===== src/rtl/sfc_pkg.sv =====
// Shared constants and types for the surveillance flag command handler
package sfc_pkg;
	typedef enum logic [2:0] {
		TAG_READY,
		TAG_ARBITRATE,
		TAG_REPLY,
		TAG_ACKNOWLEDGED,
		TAG_OPEN,
		TAG_SECURED,
		TAG_KILLED
	} sfc_tag_state_e;
	localparam logic [15:0] FLAG_WRITE_CODE = 16'he003;
	localparam logic [15:0] ALARM_CODE = 16'he004;
	localparam logic [15:0] ALARM_CODE_INV = 16'h1ffb;
	localparam logic [15:0] CRC16_PRESET = 16'hffff;
	localparam logic [15:0] CRC16_POLY = 16'h1021;
	localparam logic [15:0] CRC16_RESIDUE = 16'h1d0f;
	localparam logic [4:0] CRC5_PRESET = 5'h09;
	localparam int FLAG_WRITE_BITS = 49;
	localparam int ALARM_BITS = 52;
	localparam int FRAME_BITS = 68;
	localparam int FLAG_REPLY_BITS = 33;
	localparam int ALARM_REPLY_BITS = 65;
	localparam int REPLY_TIMEOUT_MS = 20;
	localparam int CLK_MHZ = 125;
	localparam int REPLY_TIMEOUT_CYC = REPLY_TIMEOUT_MS * 1000 * CLK_MHZ;
	localparam logic [7:0] ERR_CODE = 8'h0f;
	localparam int ERR_REPLY_BITS = 41;
	localparam logic [1:0] DIV_8 = 2'h0;
	localparam logic [1:0] DIV_64_3 = 2'h1;
endpackage


===== src/rtl/sfc_link_if.sv =====
// Air link between interrogator logic and tag command handler
`timescale 1ns/1ps
interface sfc_link_if;
	logic cmdBit;
	logic cmdValid;
	logic cmdEnd;
	logic frameSyncOnly;
	logic rspBit;
	logic rspValid;
	logic rspStart;
	logic rspEnd;
	logic rspPilot;
	logic rspDivRatio;
	logic [1:0] rspCyclesPerSym;
	logic cwOn;
	modport tag (input cmdBit, cmdValid, cmdEnd, frameSyncOnly, cwOn,
		output rspBit, rspValid, rspStart, rspEnd, rspPilot, rspDivRatio, rspCyclesPerSym);
	modport reader (output cmdBit, cmdValid, cmdEnd, frameSyncOnly, cwOn,
		input rspBit, rspValid, rspStart, rspEnd, rspPilot, rspDivRatio, rspCyclesPerSym);
endinterface


===== src/rtl/sfc_tag_end.sv =====
// Tag end: flag write and fast alarm command handler
//
// How it works
// - Flag write only accepted when secured
// - Zero access password ignores flag write
// - Bad CRC or handle: ignore, stay
// - Flag write frame: code, value, handle, CRC
// - Reader sends frame-sync before flag write
// - Value bit sets or clears flag
// - Reply zero header, handle, CRC-16
// - Flag write reply always with pilot
// - Reader holds CW up to 20 ms
// - Execution error sends error code instead
// - Reader may check presence and resend
// - Alarm works after power-up with flag
// - Alarm frame: code, inverse, DR, M, TRext, CRC
// - DR bit picks divide ratio
// - M field picks cycles per symbol
// - TRext bit picks pilot tone
// - Reader sends full preamble before alarm
// - Alarm answered only ready with flag
// - CRC5 preset, zero header, 64-bit code
// - Alarm reply needs no prior inventory
//
// The implementer's own choices: the plain strobed port.
`timescale 1ns/1ps
module sfc_tag_end #(
	parameter logic [63:0] ALARM_VALUE = 64'h0123456789abcdef
) (
	input wire logic core_clk,
	input wire logic nrst,
	sfc_link_if.tag link,
	input wire sfc_pkg::sfc_tag_state_e tagState,
	input wire logic [31:0] accessPassword,
	input wire logic [15:0] handle,
	input wire logic flagAtPowerUp,
	input wire logic writeError,
	output sfc_pkg::sfc_tag_state_e nextState,
	output logic nextStateValid,
	output logic theftAlarmFlag,
	output logic alarmArmed
);
	logic [67:0] shift_q;
	logic [6:0] count_q;
	logic [15:0] crc_q;
	logic [15:0] crcNext;
	logic [64:0] reply_q;
	logic [6:0] replyLeft_q;
	logic [15:0] rcrc_q;
	logic rcrcPhase_q;
	logic [4:0] crc5_q;
	logic flag_q;
	logic armed_q;
	logic started_q;
	logic active_q;
	logic first_q;
	logic pilot_q;
	logic divr_q;
	logic [1:0] mSel_q;
	sfc_pkg::sfc_tag_state_e nextState_q;
	logic nextValid_q;
	logic fbIn;
	logic rfb;
	logic [15:0] rcrcNext;

	// Registers must hold the longest frame and reply
	if (sfc_pkg::FRAME_BITS < sfc_pkg::ALARM_BITS
		|| sfc_pkg::ALARM_REPLY_BITS > 65) begin : g_bad_sizes
		$error("Frame or reply longer than its register");
	end

	assign fbIn = crc_q[15] ^ link.cmdBit;
	assign crcNext = {crc_q[14:0], 1'b0} ^ (fbIn ? sfc_pkg::CRC16_POLY : 16'h0000);
	assign rfb = rcrc_q[15] ^ reply_q[64];
	assign rcrcNext = {rcrc_q[14:0], 1'b0} ^ (rfb ? sfc_pkg::CRC16_POLY : 16'h0000);

	wire crcOk = (crc_q == sfc_pkg::CRC16_RESIDUE);
	wire isFlagWrite = (count_q == 7'(sfc_pkg::FLAG_WRITE_BITS))
		&& (shift_q[48:33] == sfc_pkg::FLAG_WRITE_CODE);
	wire isAlarm = (count_q == 7'(sfc_pkg::ALARM_BITS))
		&& (shift_q[51:36] == sfc_pkg::ALARM_CODE) && (shift_q[35:20] == sfc_pkg::ALARM_CODE_INV);
	wire valueBit = shift_q[32];
	wire handleOk = (shift_q[31:16] == handle);
	wire pwZero = (accessPassword == 32'h0000_0000);
	wire inArb = (tagState == sfc_pkg::TAG_ARBITRATE) || (tagState == sfc_pkg::TAG_REPLY)
		|| (tagState == sfc_pkg::TAG_ACKNOWLEDGED);
	wire fwAccept = link.cmdEnd && isFlagWrite && crcOk && handleOk && !pwZero
		&& (tagState == sfc_pkg::TAG_SECURED) && link.frameSyncOnly;
	wire alAccept = link.cmdEnd && isAlarm && crcOk && armed_q
		&& (tagState == sfc_pkg::TAG_READY) && !link.frameSyncOnly;
	wire toArb = link.cmdEnd && (isFlagWrite || isAlarm) && crcOk && inArb;

	always_ff @(posedge core_clk or negedge nrst) begin
		if (!nrst) begin
			shift_q <= '0;
			count_q <= '0;
			crc_q <= sfc_pkg::CRC16_PRESET;
		end else if (link.cmdEnd) begin
			count_q <= '0;
			crc_q <= sfc_pkg::CRC16_PRESET;
		end else if (link.cmdValid) begin
			shift_q <= {shift_q[66:0], link.cmdBit};
			if (count_q != 7'(sfc_pkg::FRAME_BITS))
				count_q <= count_q + 7'd1;
			crc_q <= crcNext;
		end
	end

	// flag captured as armed at power-up
	always_ff @(posedge core_clk or negedge nrst) begin
		if (!nrst) begin
			started_q <= 1'b0;
			armed_q <= 1'b0;
			flag_q <= 1'b0;
		end else if (!started_q) begin
			started_q <= 1'b1;
			armed_q <= flagAtPowerUp;
			flag_q <= flagAtPowerUp;
		end else if (fwAccept && !writeError) begin
			flag_q <= valueBit;
		end
	end

	always_ff @(posedge core_clk or negedge nrst) begin
		if (!nrst) begin
			nextState_q <= sfc_pkg::TAG_READY;
			nextValid_q <= 1'b0;
		end else begin
			nextValid_q <= toArb || fwAccept || alAccept;
			nextState_q <= toArb ? sfc_pkg::TAG_ARBITRATE : tagState;
		end
	end

	always_ff @(posedge core_clk or negedge nrst) begin
		if (!nrst) begin
			reply_q <= '0;
			replyLeft_q <= '0;
			rcrc_q <= '0;
			rcrcPhase_q <= 1'b0;
			crc5_q <= '0;
			active_q <= 1'b0;
			first_q <= 1'b0;
			pilot_q <= 1'b0;
			divr_q <= 1'b0;
			mSel_q <= 2'h0;
		end else if (fwAccept && link.cwOn) begin
			active_q <= 1'b1;
			first_q <= 1'b1;
			pilot_q <= 1'b1;
			rcrc_q <= sfc_pkg::CRC16_PRESET;
			if (writeError) begin
				reply_q <= {1'b1, sfc_pkg::ERR_CODE, handle, 40'h0};
				replyLeft_q <= 7'(sfc_pkg::ERR_REPLY_BITS - 16);
			end else begin
				reply_q <= {1'b0, handle, 48'h0};
				replyLeft_q <= 7'(sfc_pkg::FLAG_REPLY_BITS - 16);
			end
			rcrcPhase_q <= 1'b1;
		end else if (alAccept) begin
			active_q <= 1'b1;
			first_q <= 1'b1;
			divr_q <= shift_q[19];
			mSel_q <= shift_q[18:17];
			pilot_q <= shift_q[16];
			crc5_q <= sfc_pkg::CRC5_PRESET;
			reply_q <= {1'b0, ALARM_VALUE};
			replyLeft_q <= 7'(sfc_pkg::ALARM_REPLY_BITS);
			rcrcPhase_q <= 1'b0;
		end else if (active_q) begin
			first_q <= 1'b0;
			if (replyLeft_q == 7'd1 && rcrcPhase_q) begin
				reply_q <= {~rcrcNext, 49'h0};
				replyLeft_q <= 7'd16;
				rcrcPhase_q <= 1'b0;
			end else if (replyLeft_q == 7'd1) begin
				active_q <= 1'b0;
				replyLeft_q <= '0;
			end else begin
				reply_q <= {reply_q[63:0], 1'b0};
				replyLeft_q <= replyLeft_q - 7'd1;
			end
			if (rcrcPhase_q)
				rcrc_q <= rcrcNext;
		end
	end

	wire started = first_q && (rcrcPhase_q || crc5_q == sfc_pkg::CRC5_PRESET);
	assign link.rspBit = reply_q[64];
	assign link.rspValid = active_q;
	assign link.rspStart = started;
	assign link.rspEnd = active_q && replyLeft_q == 7'd1 && !rcrcPhase_q;
	assign link.rspPilot = pilot_q;
	assign link.rspDivRatio = divr_q;
	assign link.rspCyclesPerSym = mSel_q;
	assign nextState = nextState_q;
	assign nextStateValid = nextValid_q;
	assign theftAlarmFlag = flag_q;
	assign alarmArmed = armed_q;
endmodule


===== src/flat_wrapper.sv =====
// flat-port wrapper written by rule: the top's interface ports become plain ports
module sfc_tag_end_flat 
#(
	parameter logic [63:0] ALARM_VALUE = 64'h0123456789abcdef
)
  (core_clk, nrst, tagState, accessPassword, handle, flagAtPowerUp, writeError, nextState, nextStateValid, theftAlarmFlag, alarmArmed, link_cmdBit, link_cmdValid, link_cmdEnd, link_frameSyncOnly, link_cwOn, link_rspBit, link_rspValid, link_rspStart, link_rspEnd, link_rspPilot, link_rspDivRatio, link_rspCyclesPerSym);
  sfc_link_if link_i ();
  input wire logic core_clk;
  input wire logic nrst;
  input wire sfc_pkg::sfc_tag_state_e tagState;
  input wire logic [31:0] accessPassword;
  input wire logic [15:0] handle;
  input wire logic flagAtPowerUp;
  input wire logic writeError;
  output sfc_pkg::sfc_tag_state_e nextState;
  output logic nextStateValid;
  output logic theftAlarmFlag;
  output logic alarmArmed;
  input wire logic [$bits(link_i.cmdBit)-1:0] link_cmdBit;
  input wire logic [$bits(link_i.cmdValid)-1:0] link_cmdValid;
  input wire logic [$bits(link_i.cmdEnd)-1:0] link_cmdEnd;
  input wire logic [$bits(link_i.frameSyncOnly)-1:0] link_frameSyncOnly;
  input wire logic [$bits(link_i.cwOn)-1:0] link_cwOn;
  output wire logic [$bits(link_i.rspBit)-1:0] link_rspBit;
  output wire logic [$bits(link_i.rspValid)-1:0] link_rspValid;
  output wire logic [$bits(link_i.rspStart)-1:0] link_rspStart;
  output wire logic [$bits(link_i.rspEnd)-1:0] link_rspEnd;
  output wire logic [$bits(link_i.rspPilot)-1:0] link_rspPilot;
  output wire logic [$bits(link_i.rspDivRatio)-1:0] link_rspDivRatio;
  output wire logic [$bits(link_i.rspCyclesPerSym)-1:0] link_rspCyclesPerSym;
  assign link_i.cmdBit = link_cmdBit;
  assign link_i.cmdValid = link_cmdValid;
  assign link_i.cmdEnd = link_cmdEnd;
  assign link_i.frameSyncOnly = link_frameSyncOnly;
  assign link_i.cwOn = link_cwOn;
  assign link_rspBit = link_i.rspBit;
  assign link_rspValid = link_i.rspValid;
  assign link_rspStart = link_i.rspStart;
  assign link_rspEnd = link_i.rspEnd;
  assign link_rspPilot = link_i.rspPilot;
  assign link_rspDivRatio = link_i.rspDivRatio;
  assign link_rspCyclesPerSym = link_i.rspCyclesPerSym;
  sfc_tag_end #(.ALARM_VALUE(ALARM_VALUE)) u_core (.core_clk(core_clk), .nrst(nrst), .link(link_i), .tagState(tagState), .accessPassword(accessPassword), .handle(handle), .flagAtPowerUp(flagAtPowerUp), .writeError(writeError), .nextState(nextState), .nextStateValid(nextStateValid), .theftAlarmFlag(theftAlarmFlag), .alarmArmed(alarmArmed));
endmodule

===== config.mk =====
export PLATFORM = sky130hd
export DESIGN_NAME = sfc_tag_end_flat
export DESIGN_NICKNAME = d
export VERILOG_FILES = /design/src/rtl/sfc_pkg.sv /design/src/rtl/sfc_link_if.sv /design/src/rtl/sfc_tag_end.sv /design/src/flat_wrapper.sv
export SDC_FILE = /design/constraint.sdc
export NUM_CORES = 1
export LEC_CHECK = 0
export BUFFER_PORTS_ARGS = -buffer_cell sky130_fd_sc_hd__buf_2
export CORE_MARGIN = 2
export CORE_UTILIZATION = 53
export CTS_CLUSTER_SIZE = 28
export DETAILED_ROUTE_END_ITERATION = 6
export GPL_TIMING_DRIVEN = 0
export PLACE_DENSITY = 0.72
export SLEW_MARGIN = 20
export SYNTH_ARGS = -nofsm -noshare
export SYNTH_HDL_FRONTEND = slang
export SYNTH_SLANG_ARGS = --single-unit

===== constraint.sdc =====
create_clock -name core_clk -period 6.9 [get_ports core_clk]
set_clock_uncertainty 0.1 [all_clocks]
set_input_delay 1.725 -clock core_clk [delete_from_list [all_inputs] [get_ports core_clk]]
set_output_delay 1.725 -clock core_clk [all_outputs]
set_load 0.02 [all_outputs]

# Word-level counts from Yosys, hierarchy flattened
# Index checks and enable logic that the tools add are counted.
# Widths: inputs -> output; s select.
# classes
n_addsub	2
n_eq_ne	17
mux	40
bitwise	7
reduce_logical	48
# op_table
operator	n
$mux 65	6
$mux 16	6
$mux 7	8
$eq 16x13->1 const B	2
$eq 16x16->1 const B	2
$logic_not 32->1	1
$xor 16x16->16	2
$mux 13	2
$logic_and 1x1->1	23
$eq 16x16->1	1
$mux 1	16
$not 16->16	1
$eq 7x6->1 const B	2
$reduce_and 2->1	5
$reduce_bool 2->1	5
$add 7x1->7 const B	1
$eq 7x1->1 const B	1
$ne 7x7->1 const B	1
$sub 7x1->7 const B	1
$eq 3x2->1 const B	2
$logic_or 1x1->1	6
$reduce_bool 3->1	2
$logic_not 1->1	4
$mux 4	1
other kinds (10)	13
# totals
regBits	178
in_bits	60
output_inout_bits	14
elab_cells	132

# Logic depth before layout (Yosys ltp)
# Gate-level depths: netlist (run 1).
# logic_depth
word_depth	11
mapped_depth	10
ltp_nobuf	8

# Least setup slack after synthesis (run 1)
# No wires, ideal clock.
# synth_path
path_kind	input -> register
startpoint	input port tagState[1]
endpoint	register u_core.rcrc_q[12]
setup_ns	0.134
t_arrival_ns	3.506
required_time_ns	6.666
slack_ns	3.160
cell_stages	8
n_path_buf	2
cell_sequence	or4b_1 nor4_1 or4b_1 and3_1 buf_6 buf_6 mux2i_1 nand2_1
# synth_between
elab_chain_len	6
word_cells_on_any_way	12
cone_classes	2 x eq/ne; 1 x mux; 9 x reduce/logical
# synth_rtl
element	line_no	rtl
start, declared	flat_wrapper.sv:10	input wire sfc_pkg::sfc_tag_state_e tagState;
$eq 3x3->1	sfc_tag_end.sv:88	&& (tagState == sfc_pkg::TAG_SECURED) && link.frameSyncOnly;
$logic_and 1x1->1 (2 in a row)	sfc_tag_end.sv:88	
$logic_and 1x1->1	sfc_tag_end.sv:146	end else if (fwAccept && link.cwOn) begin
$ne 2x2->1 (no source line) or $reduce_bool 2->1 (tied branches)	-	
$reduce_and 3->1 (no source line)	-	
end signal, assigned	sfc_tag_end.sv:150	rcrc_q <= sfc_pkg::CRC16_PRESET;
end signal, assigned	sfc_tag_end.sv:183	rcrc_q <= rcrcNext;
end, declared	sfc_tag_end.sv:49	logic [15:0] rcrc_q;
# Several ways; a longest one is shown, not always the timed one.
# A chain may end at the register's enable or synchronous reset.

# Worst setup path after layout (run 1)
# layout_path
startpoint	register u_core.active_q (netlist: u_core.link.rspValid)
endpoint	output port link_rspEnd
# layout_between
elab_chain_len	2
# layout_rtl
element	line_no	rtl
start, declared	sfc_tag_end.sv:55	logic active_q;
start signal, assigned	sfc_tag_end.sv:141	active_q <= 1'b0;
start signal, assigned	sfc_tag_end.sv:147	active_q <= 1'b1;
start signal, assigned	sfc_tag_end.sv:160	active_q <= 1'b1;
$logic_and 1x1->1 (2 in a row)	sfc_tag_end.sv:191	assign link.rspEnd = active_q && replyLeft_q == 7'd1 && !rcrcPhase_q;
end, declared	flat_wrapper.sv:27	output wire logic [$bits(link_i.rspEnd)-1:0] link_rspEnd;
# No other way between the ends.

==> results.txt, run 1 <==
The fraction of final layout cells sized beyond drive strength 1 is 14.0%. The clock sink count is 178. The tool flagged a number of max-cap violations equal to 0.

The ratio of total power to cell area came out at between 200 and 250 nW/µm². The first-pass GRT wire length is 32.3 mm. Clock-pin slew was measured on the worst setup and hold paths at about 0.06 ns. Setup violations remaining at the end of the flow were counted as 0.

Summed over all layers, the routed wires come to a little under 20 mm. The violation count after the first detailed-routing iteration came out at 533. The delay contributed by the slowest stage of the critical path came out at around 0.50 ns. Global routing used 24.5% of the available tracks. The overflow left after global routing came out at 0. The startpoint identified for the worst register-to-register timing path is u_core.count_q[1]$_DFFE_PN0P_.

The final layout contains 1025 nets. The number of distinct library cell variants in the gate-level netlist after synthesis is 56. The longest clock path from root to sink contains 2 buffers. The primary flip-flop cell chosen by synthesis mapping is dfrtp_1. The tree is rooted in a clkbuf_16. The total of warnings raised by yosys is 0. Detailed routing inserted a total of 6611 vias. The final max-slew violation count is 0. In this run the standard cell core region covers 15700 µm². The internal cell power came out at 0.00167 W.

The layer flagged by global routing as most heavily used is met2. Leaving out fill and tap cells, the most frequent cell in the layout is nand2_1. The floorplan step set the die width to 130 µm. The detail route stage leaves a number of antenna-violating nets equal to 0. The time the worst path needs with I/O delays and setup is roughly 4.3 ns. The family with the most delay on the worst path is buffers and inverters. The number of cells produced by synthesis came out at 869. Traced cell by cell, the critical path runs through clkbuf_1 > clkbuf_1 > clkbuf_1 > nand2_1 > nor2_1 > buf_2. TritonCTS built the clock tree.

The portion of total power attributed to combinational logic came out at between 6 and 7%. In the final layout, flip-flops and latches occupy 4470 µm². The arrival time at the worst endpoint came out at around 2.5 ns.

Following the worst setup path forward leads to its endpoint at link_rspEnd. The maximum fanout along the worst path came out at 10. The largest individual stage delay along the critical path comes from the cell clkbuf_1. Among the stages of the critical path, the cell type that occurs most often is clkbuf_1. The post-synth net total is 934.

Summed over all failing endpoints, the final setup total negative slack is 0 ns. The endpoint of the worst-slack reg-to-reg timing path is u_core.reply_q[59]$_DFFE_PN0P_. The final clock period utilization by the worst path is 62.2%.

Of the synthesized area, sequential elements account for approximately 53%. The worst setup slack for register-to-register paths came out at 3.68 ns. The final number of hold-violating endpoints was 0. The worst setup path is launched from a flop. The setup path with the least slack is of type flop to output port. For the worst-skew pair, the clock arrives at the later sink with an insertion delay of 0.44 ns. The share of synthesized registers carrying an async set or reset came out at between 90% and 100%. The initial utilization of the core area, before any placement, comes to between 50 and 60%. Setup repair after global routing left no endpoint under its margin. The number of global-route vias before repair is 6350. The transition at the pin with the smallest max-transition slack came out at 0.683 ns.

STA classifies the critical path endpoint as an output port. The final routed wire length divided by cell count came out at 16.6 µm. For this run, the detailed router's first-pass iteration total came to 5.

The worst hold margin came out at 0.365 ns. The initial antenna violation count is 1. The floorplan step defined a die boundary enclosing 16900 µm². The remaining routing DRC violations is 0. The count of input and output buffers came out at 71. The total setup buffers inserted after CTS came out at 0. For this design, the CTS-stage hold fixing added 0 buffers. The relative contribution of the clock network to total power came out at a little over two fifths.

The leakage power figure came out at ~4.6 nW. The number of synthesized register bits is around 180. The site row count came out at 46.

The routing usage on met1 is 33.1%. In the final layout, the multi-input gates occupy 3640 µm². The final HPWL from detailed placement came out at 13.8 mm.

Summed over all instances, the cell type with the most area after synthesis is dfrtp_1. Global routing used 4.35% of the available met3 tracks. In this run the number of H-tree levels came out at 4. Entering global routing, the biggest net connects 99 pins. The part of the total power dissipated in sequential elements is 51.7%.

The met2 track demand over resource came out at 39.3%. IR analysis of the VDD net gives a maximum drop of 186 µV. The TritonCTS buffer count is 17. The min-delay analysis places its worst path in the category flop to flop. The data required time at the worst endpoint came out at 5.08 ns. The number of placed I/O pins came out at 74. The number of buffers and inverters on the critical path is 4. The worst hold path was traced through 2 stages. The beginning of the critical path is u_core.link.rspValid$_DFF_PN0_. In this run the tightest slew margin relative to its limit is between 50 and 60%. The area share of the largest cell type after synthesis is approximately 48%. The fmax came out at approximately 230 MHz. The switching power share of the total came out at between 20% and 30%. Yosys attributes the largest share of cell area to dfrtp_1, nand2_1, dfstp_2.

The routability congestion estimate from global placement came out at 0.818. The layout-stage area growth over the synthesis result is 14.4%. The reported net switching power is 0.000505 W.

The post-CTS resize count is 0. Dividing the synthesized area by the synthesized cell count gives 9.69 µm². The top cell types in the final layout, fill and taps aside, are nand2_1, dfrtp_1, buf_2, clkbuf_1, o21ai_0. The worst hold path begins at u_core.shift_q[4]$_DFFE_PN0P_. The area of the mapped netlist is between 8000 and 9000 µm². The logic depth of the worst register-to-register path came out at 10. The critical path crosses 6 cells after its start point. The number of synthesized flops with an enable pin is 0. The number of vias per cell after detailed routing is 5.56.

The flow ran to the end, and the final reports show no timing, DRC or antenna violations. The height of the die is approximately 130 µm. The filler cells instantiated in the layout total around 1400.
## registers in the layout, indices dropped and copies added, names as in the netlist, 2 cells and up
signal,cells
u_core.reply_q,65
u_core.replyLeft_q,7
u_core.link.rspCyclesPerSym,2
u_core.count_q,7
u_core.rcrc_q,16
u_core.shift_q,52
u_core.nextState,3
u_core.crc_q,16
## power groups by stage
stage | Clock [W] | Sequential, W | Combinational, W
finish | 0.000906 | 0.00112 | 0.000142
global route | 0.000966 | 0.00113 | 0.000162
CTS | 0.000923 | 0.00112 | 0.000144
detailed placement | 0 | 0.00114 | 0.000144
global placement | 0 | 0.00114 | 0.000139
floorplan | 0 | 0.00113 | 0.0000769
## metal layers
metal  share of wire (%)  up-vias  wire [µm]
li1                    -     3252          -
met1                  46     3197       9030
met2                  48      120       9510
met3                 2.9       42        576
met4                 3.2        0        624
met5                   0        -          0
## cells in the mapped netlist (all sizes together) (16+ instances only)
cell	count
a21oi	21
a22oi	16
a32oi	29
clkbuf	54
dfrtp	162
dfstp	16
mux2i	27
nand2	205
nand3	27
nor2	39
nor2b	17
o21ai	53
## worst min path at each step
stage | slack, ns | endpoint
after floorplan | 0.34 | u_core.crc5_q[0]$_DFFE_PN0P_
after global placement | 0.35 | u_core.shift_q[5]$_DFFE_PN0P_
after detailed placement | 0.35 | u_core.shift_q[1]$_DFFE_PN0P_
after CTS | 0.37 | u_core.shift_q[5]$_DFFE_PN0P_
after global routing | 0.38 | u_core.shift_q[15]$_DFFE_PN0P_
final | 0.36 | u_core.shift_q[5]$_DFFE_PN0P_
## final cells by class
type / instances / area share, %
sequential: 178 / 46.4
multi-input combinational: 619 / 37.8
clock buffer: 27 / 5.45
timing repair buffer: 72 / 4.08
buffer: 66 / 2.90
tap: 216 / 2.80
clock inverter: 5 / 0.260
inverter: 6 / 0.234
antenna: 1 / 0.0260
## cell families after synthesis
kind of cell / count (synthesis) / synth area share (%)
compound gates: 169 / 13.9
xor+xnor: 26 / 2.70
fa+ha+maj: 5 / 0.743
buf+inv: 72 / 3.58
flops: 178 / 53.1
mux: 30 / 3.61
other cells: 1 / 0.0445
simple gates: 388 / 22.3
## worst min-delay path: stages (launching register included)
cell and delay, ns:
dfrtp_1 0.34, nand2_1 0.05, nand2_1 0.05
## stage by stage
stage / util, % / power (W) / area (µm²) / setup WS, ns / cells
2_1_floorplan: - / 0.00121 / 8420 / 3.16 / 869
3_3_place_gp: 57.6 / 0.00128 / 9040 / 1.18 / 1156
3_5_place_dp: 57.8 / 0.00128 / 9080 / 2.62 / 1157
4_1_cts: 61.3 / 0.00219 / 9630 / 2.63 / 1189
5_1_grt: 61.3 / 0.00226 / 9630 / 2.47 / 1189
6_report: 61.3 / 0.00217 / 9640 / 2.61 / 1190
No activity file was read; power rests on OpenSTA's default activity.
==> run 2: changes to the inputs <==
--- a/config.mk
+++ b/config.mk
@@ -5,13 +5,14 @@
 export SDC_FILE = /design/constraint.sdc
 export NUM_CORES = 1
 export LEC_CHECK = 0
+export ABC_AREA = 1
 export BUFFER_PORTS_ARGS = -buffer_cell sky130_fd_sc_hd__buf_2
 export CORE_MARGIN = 2
 export CORE_UTILIZATION = 53
 export CTS_CLUSTER_SIZE = 28
 export DETAILED_ROUTE_END_ITERATION = 6
 export GPL_TIMING_DRIVEN = 0
-export PLACE_DENSITY = 0.72
+export PLACE_DENSITY = 0.75
 export SLEW_MARGIN = 20
 export SYNTH_ARGS = -nofsm -noshare
 export SYNTH_HDL_FRONTEND = slang
==> constraint.sdc (replaced) <==
create_clock -name core_clk -period 3.5 [get_ports core_clk]
set_clock_uncertainty 0.1 [all_clocks]
set_input_delay 0.875 -clock core_clk [delete_from_list [all_inputs] [get_ports core_clk]]
set_output_delay 0.875 -clock core_clk [all_outputs]
set_load 0.02 [all_outputs]
==> results.txt, run 2 <==
The final count of negative-setup-slack endpoints came out at 0. The fmax came out at 389 MHz. The transition at the pin with the smallest max-transition slack is just under 0.6 ns. The detailed router placed 8351 vias in this run. In the post-synthesis netlist, the biggest area contributors are dfrtp_1, nand2_1, inv_1.

The synthesized area per cell is between 7 and 8 µm². The largest individual stage delay along the critical path comes from the cell dfrtp_1. The number of global-route vias before repair came out at 7959.

In this run, distinct cell masters in the synthesized netlist total 39. Once the floorplan was initialized, standard cells occupied roughly 54% of the core. The final max-slew violation count was 0. The worst setup path is launched from a flop.

The length of the first detailed-routing pass in iterations is 6. Setup repair after global routing left no endpoint under its margin. The flip-flop count of the largest register after layout came out at 65. The count of input and output buffers is 71. Global routing consumed, on the met1 layer, 35.7% of the routing resources. The primary flip-flop cell chosen by synthesis mapping is dfrtp_1.

The endpoint class of the critical path is an output port. The number of buffers inserted for hold repair after clock tree synthesis came out at 0. Together, buffers and inverters on the worst path number 2. The routability congestion estimate from global placement is 0.921.

The placed standard-cell area is 9930 µm². The post-synth net total came out at 1319. Summed over all nets, the half-perimeter wirelength after detailed placement is 16.9 mm.

The chip width is 136 µm. The filler-free cell count of the finished design is between 1500 and 2000. The met2 track demand over resource came out at 44.3%. The total detailed-routing wirelength is 23.5 mm. The total area inside the core boundary comes to 17200 µm². The number of synthesized flops with an enable pin came out at 0.

The clock net in this run drives a total of 178 sinks. The total number of H-tree levels came out at 4. The detail route stage leaves a number of antenna-violating nets equal to 0.

The most frequent standard cell in the layout excluding fill and tap cells is nand2_1. The overflow left after global routing came out at 0. The highest ir drop seen on vdd is between 300 and 400 µV. Walking the worst path, the cells encountered are nor2_1 > nand2_1 > inv_2 > nand3_2 > nor3_1 > buf_2. The initial antenna violation count came out at 1. On the critical path the largest part of the delay comes from simple AND/OR/NAND/NOR gates. The completed layout was analyzed and its total power is 0.00468 W. In the routed design, unresolved DRC markers number 0. The cell taking the most area after synthesis is dfrtp_1. The site row count came out at 48. The met3 usage came out at around 5.4%. The clock transition time at the flip-flop clock pins of the worst setup and hold paths is 0.07 ns. The fraction of final layout cells sized beyond drive strength 1 came out at 12.4%.

Summing every instance area after synthesis gives between 9000 and 10000 µm². The post-CTS resize count came out at 0. The tool flagged a number of max-cap violations equal to 0. The die is 136 µm tall. The die footprint came out at 18500 µm². The area share of the largest cell type after synthesis came out at 43.9%.

The violation count after the first detailed-routing iteration came out at around 690. The total of warnings raised by yosys came out at 0. The pin count of the biggest net entering global routing is 67. The final routed wire length divided by cell count came out at about 15 µm. More flip-flops sit in one register than any other, and that register is u_core.reply_q. The number of synthesized register bits is 178. The number of cells produced by synthesis is approximately 1300. The most frequent cell after synthesis is nand2_1. After synthesis, the most frequently instantiated cells are nand2_1, dfrtp_1, inv_1, nor2_1, o21ai_0.

The total global-route track usage is between 20% and 30%. The startpoint-to-endpoint class of the critical path is flop to output port. Relative to the synthesized area, the layout overhead comes to 14.1%.

The tree is rooted in a clkbuf_16. The share of synthesized registers carrying an async set or reset came out at 100%. The clock latency of the later-clocked register in the worst-skew pair came out at 0.43 ns. The leakage power figure is 5.66 nW.

The TritonCTS buffer count is 17. The ratio of total power to cell area is 444 nW/µm². The maximum fanout along the worst path is 5. The total placed cells including tap cells came out at 1552. The largest registers in the layout are u_core.reply_q: 65 flops, u_core.shift_q: 52 flops. The CTS tree is built. The number of nets in the layout came out at 1411. The arrival time at the worst endpoint is 1.60 ns.

The headroom to the max-slew limit is 61.4%. The clock passes through at most 2 buffers. The data required time at the worst endpoint came out at 2.52 ns. The largest single stage delay on the critical path is 0.42 ns. The count of antenna diodes in the layout is 0.

The worst path uses between 70 and 80% of the clock period. The first-pass GRT wire length came out at just under 40 mm. The path class of the tightest hold or removal check is primary input to async pin.

The final number of hold-violating endpoints is 0. The run finished with clean final reports. The sequential area share after synthesis came out at 48.5%. Dividing the detail-routed via count by the number of cells gives 5.27.

The library cells used most frequently in the layout, excluding fill and tap cells, are nand2_1, dfrtp_1, inv_1, buf_2, nor2_1. The total setup buffers inserted after CTS is 0. The layer flagged by global routing as most heavily used is met2.

74 I/O pins were placed. The area of all placed cells without fillers is ~11000 µm². The time the worst path needs with I/O delays and setup came out at 2.57 ns.
run 2: logic make-up after synthesis:
family	count (synthesis)	synth area share, %
buffers and inverters	195	8.64
xor gates and xnor gates	12	1.14
other	1	0.0406
and+or+nand+nor	725	32.8
AOI/OAI and AO/OA	138	8.27
DFF	178	48.5
adders and majority gates	5	0.678
run 2: layout make-up:
cell class | count | area (µm²)
Buffer | 56 | 275
Clock buffer | 20 | 447
Clock inverter | 12 | 156
Fill cell | 1563 | 6640
Inverter | 139 | 522
Multi-Input combinational cell | 881 | 3960
Sequential cell | 178 | 4470
Tap cell | 225 | 282
Timing Repair Buffer | 73 | 420
run 2: per-stage QoR:
stage | utilization (%) | hold WS [ns] | TNS (ns) | setup WS, ns
CTS | 61.3 | 0.268 | 0 | 0.925
finish | 61.3 | 0.250 | 0 | 0.928
floorplan | - | 0.322 | 0 | 1.16
detailed placement | 57.8 | 0.347 | 0 | 0.542
global route | 61.3 | 0.267 | 0 | 0.742
global placement | 57.4 | 0.342 | -227.29 | -1.38
run 2: path summary, 6_finish.rpt:
check	startpoint	slack (ns)	endpoint	depth (start not counted)
hold reg to reg	u_core.crc5_q[0]$_DFFE_PN0P_	0.35	u_core.crc5_q[0]$_DFFE_PN0P_	2
setup reg to reg	u_core.count_q[0]$_DFFE_PN0P_	0.97	u_core.link.rspPilot$_DFFE_PN0P_	11
hold / removal	nrst	0.25	u_core.rcrc_q[9]$_DFFE_PN0P_	1
min in group core_clk	u_core.crc5_q[0]$_DFFE_PN0P_	0.35	u_core.crc5_q[0]$_DFFE_PN0P_	2
setup / recovery	u_core.replyLeft_q[3]$_DFFE_PN0P_	0.93	link_rspEnd	6
max in group asynchronous	nrst	2.33	u_core.crc_q[3]$_DFFE_PN1P_	2
run 2: metal layers:
layer / up-vias / routed length [µm] / share of wire (%)
li1: 4150 / - / -
met1: 3901 / 10400 / 44
met2: 250 / 11200 / 48
met3: 48 / 1260 / 5.4
met4: 2 / 561 / 2.4
met5: - / 11 / 0.047
run 2: worst register-to-register path, delay by kind of cell, from the launching register on:
| family | cells | cell delay [ns] |
|---|---|---|
| simple gates | 5 | 0.82 |
| buf+inv | 4 | 0.75 |
| flops | 1 | 0.40 |
| compound gates | 1 | 0.18 |
| fa+ha+maj | 1 | 0.16 |
run 2: power breakdown:
part | leakage [nW] | switching (W) | internal, W
Clock | 0.285 | 0.000818 | 0.00115
Combinational | 3.02 | 0.000287 | 0.000154
Sequential | 2.36 | 0.000103 | 0.00217
==> run 3: changes to the inputs <==
--- a/config.mk
+++ b/config.mk
@@ -12,7 +12,7 @@
 export CTS_CLUSTER_SIZE = 28
 export DETAILED_ROUTE_END_ITERATION = 6
 export GPL_TIMING_DRIVEN = 0
-export PLACE_DENSITY = 0.75
+export PLACE_DENSITY = 0.72
 export SLEW_MARGIN = 20
 export SYNTH_ARGS = -nofsm -noshare
 export SYNTH_HDL_FRONTEND = slang
==> constraint.sdc (replaced) <==
create_clock -name core_clk -period 2.7 [get_ports core_clk]
set_clock_uncertainty 0.1 [all_clocks]
set_input_delay 0.675 -clock core_clk [delete_from_list [all_inputs] [get_ports core_clk]]
set_output_delay 0.675 -clock core_clk [all_outputs]
set_load 0.02 [all_outputs]
==> results.txt, run 3 (synthesized netlist as in run 2, its figures left out) <==
The flow ran to the end, and the final reports show no timing, DRC or antenna violations. The part of the total power dissipated in sequential elements came out at 50.0%. The final HPWL from detailed placement came out at 16.9 mm. The number of global-route vias before repair came out at 7908. For this block, the initial DRC count from the detailed router was 686. The first TritonRoute pass finished after 5 iterations.

In this run the count of I/O pins placed on the die edge is 74. The TritonCTS buffer count came out at 17. For this run, the total global-route usage over all layers was measured as 26.8%.

The count of input and output buffers is 71. The pre-CTS setup slack is -0.0341 ns. The worst setup slack for register-to-register paths is 0.25 ns. The clock latency of the later-clocked register in the worst-skew pair came out at 0.44 ns. Among the stages of the critical path, the cell type that occurs most often is nand2_1. Dividing total power by cell area gives a power density of about 560 nW/µm². The clock transition time at the flip-flop clock pins of the worst setup and hold paths came out at 0.07 ns. STA classifies the critical path endpoint as a flop. Setup repair after global routing left no endpoint under its margin.

In this run, post-CTS hold repair placed 0 buffers. The chip width is 136 µm. On the worst path, the slowest cell contributes a delay of between 0.3 and 0.4 ns. The internal cell power came out at 0.00432 W. The post-route netlist has 12.5% of its cells at a drive strength greater than 1. 0 antenna diodes ended up in the layout.

The portion of total power attributed to combinational logic is about a tenth. The final routed wire length divided by cell count is 14.8 µm. The first-pass GRT wire length came out at 39.0 mm.

The setup path with the least slack is of type flop to flop. The headroom to the max-slew limit came out at 49.5%. The register with the most flip-flops in the layout has 65 of them.

In this run the core area contains 48 standard-cell rows. The remaining routing DRC violations is 0. The combined area of the multi-input logic cells came out at between 3000 and 4000 µm².

In this run the power spent charging and discharging nets is between 0.0015 and 0.002 W. TritonCTS built the clock tree. The number of vias per cell after detailed routing came out at approximately 5.2. The final clock period utilization by the worst path came out at 90.8%.

The layout-stage area growth over the synthesis result is 13.9%. Global routing finished with a remaining overflow of 0. The total number of H-tree levels is 4. The final count of negative-setup-slack endpoints is 0. The final number of hold-violating endpoints is 0. The transition at the pin with the smallest max-transition slack is roughly 0.75 ns. The final route contains 8323 vias.

The initial antenna violation count came out at 1. VDD sags by at most 624 µV. The layout has ~1600 filler cells.

The number of buffers and inverters on the critical path is 5. The worst-path cell with the longest stage delay is dfrtp_1. The total detailed-routing wirelength is 23.4 mm. Walking the worst path, the cells encountered are inv_1 > ha_1 > nand2_1 > inv_1 > nand2_1 > nor2_1 > inv_1 > nor2_1 > nand2_1 > nor2_4 > nand3_4 > buf_6 > buf_2 > nand3_1 > nand2_1 > nand2_1 > nand2_1. The leakage power figure is approximately 5.6 nW. The placed standard-cell area came out at 9930 µm².

The fmax came out at 408 MHz. The number of nets in the layout is 1413. The total area of sequential cells is 4470 µm². The arrival time at the worst endpoint is 2.68 ns. For the worst setup path, the data required time is 2.93 ns. In the layout the commonest cells are nand2_1, dfrtp_1, inv_1, buf_2, nor2_1. The utilization of the core after routing is 61.2%.

The height of the die came out at between 100 and 150 µm. The library cell used most frequently in the layout, excluding fill and tap cells, is nand2_1. The relative contribution of the clock network to total power came out at 40.3%. The routability congestion estimate from global placement is around 0.9. The largest registers in the layout are u_core.reply_q: 65 flops, u_core.shift_q: 52 flops. The family with the most delay on the worst path is simple AND/OR/NAND/NOR gates. The type of the most critical hold path is primary input to async pin. In the final timing run, aggregate negative setup slack is 0 ns.

The least setup slack across all paths after layout is 0.249 ns. The area of all placed cells without fillers came out at between 10000 and 15000 µm². Of the total power, the share spent switching nets is 26.8%. The maximum fanout along the worst path is 10. The largest buffer count on any clock path is 2. The die footprint came out at between 15000 and 20000 µm². The tree built by TritonCTS fans out to 178 sinks.

The effective utilization at floorplan is 53.7%. The time the worst path needs with I/O delays and setup came out at roughly 2.5 ns. The area inside the core boundary came out at 17200 µm².

The kind of start point of the critical path is a flop. Counting flops per register, the top entry is u_core.reply_q. The post-detailed-route count of antenna-violating nets is 0. Entering global routing, the biggest net connects 78 pins. The final max-slew violation count came out at 0. The number of maximum-capacitance violations came out at 0. The master cell of the clock root buffer is clkbuf_16.
run 3: power groups by stage:
stage	clock network (W)	registers [W]	logic, W
detailed placement	0	0.00300	0.000566
global route	0.00253	0.00297	0.000658
global placement	0	0.00299	0.000542
floorplan	0	0.00297	0.000348
finish	0.00238	0.00295	0.000567
CTS	0.00240	0.00295	0.000570
run 3: routing by layer:
layer  vias to the layer above  part of all wire (%)  global-route usage [%]
met2                       214                    47                    43.7
met1                      3904                    45                    35.5
li1                       4152                     -                       -
met5                         -                 0.047                       0
met3                        51                   5.0                    5.22
met4                         2                   2.9                    10.4
run 3: final cells by class:
| class | instances | share of cell area [%] |
|---|---|---|
| Inverter | 139 | 4.96 |
| Tap cell | 225 | 2.68 |
| Buffer | 56 | 2.62 |
| Clock buffer | 21 | 4.29 |
| Clock inverter | 11 | 1.01 |
| Multi-Input combinational cell | 881 | 37.7 |
| Sequential cell | 178 | 42.6 |
| Timing Repair Buffer | 75 | 4.14 |
run 3: metrics by stage:
stage | hold slack, ns | std cells | total power, W
after floorplan | 0.279 | 1254 | 0.00331
after global placement | 0.350 | 1550 | 0.00354
after detailed placement | 0.356 | 1552 | 0.00356
after CTS | 0.0417 | 1584 | 0.00592
after global routing | 0.0517 | 1586 | 0.00615
final | 0.0335 | 1586 | 0.00590
run 3: path summary, 6_finish.rpt:
kind                                          startpoint                        endpoint  depth (start not counted)
setup reg to reg           u_core.count_q[1]$_DFFE_PN0P_  u_core.reply_q[34]$_DFFE_PN0P_                         17
setup / recovery           u_core.count_q[1]$_DFFE_PN0P_  u_core.reply_q[34]$_DFFE_PN0P_                         17
hold reg to reg             u_core.crc5_q[0]$_DFFE_PN0P_    u_core.crc5_q[0]$_DFFE_PN0P_                          2
hold / removal                                      nrst   u_core.rcrc_q[10]$_DFFE_PN0P_                          1
min in group core_clk       u_core.crc5_q[0]$_DFFE_PN0P_    u_core.crc5_q[0]$_DFFE_PN0P_                          2
max in group asynchronous                           nrst     u_core.crc_q[5]$_DFFE_PN1P_                          2
run 3: repair_timing:
action                                  CTS  global route
hold endpoints to repair                  0             0
setup buffers                             0             2
resized for setup                         0             1
endpoints found under the setup margin    0             9
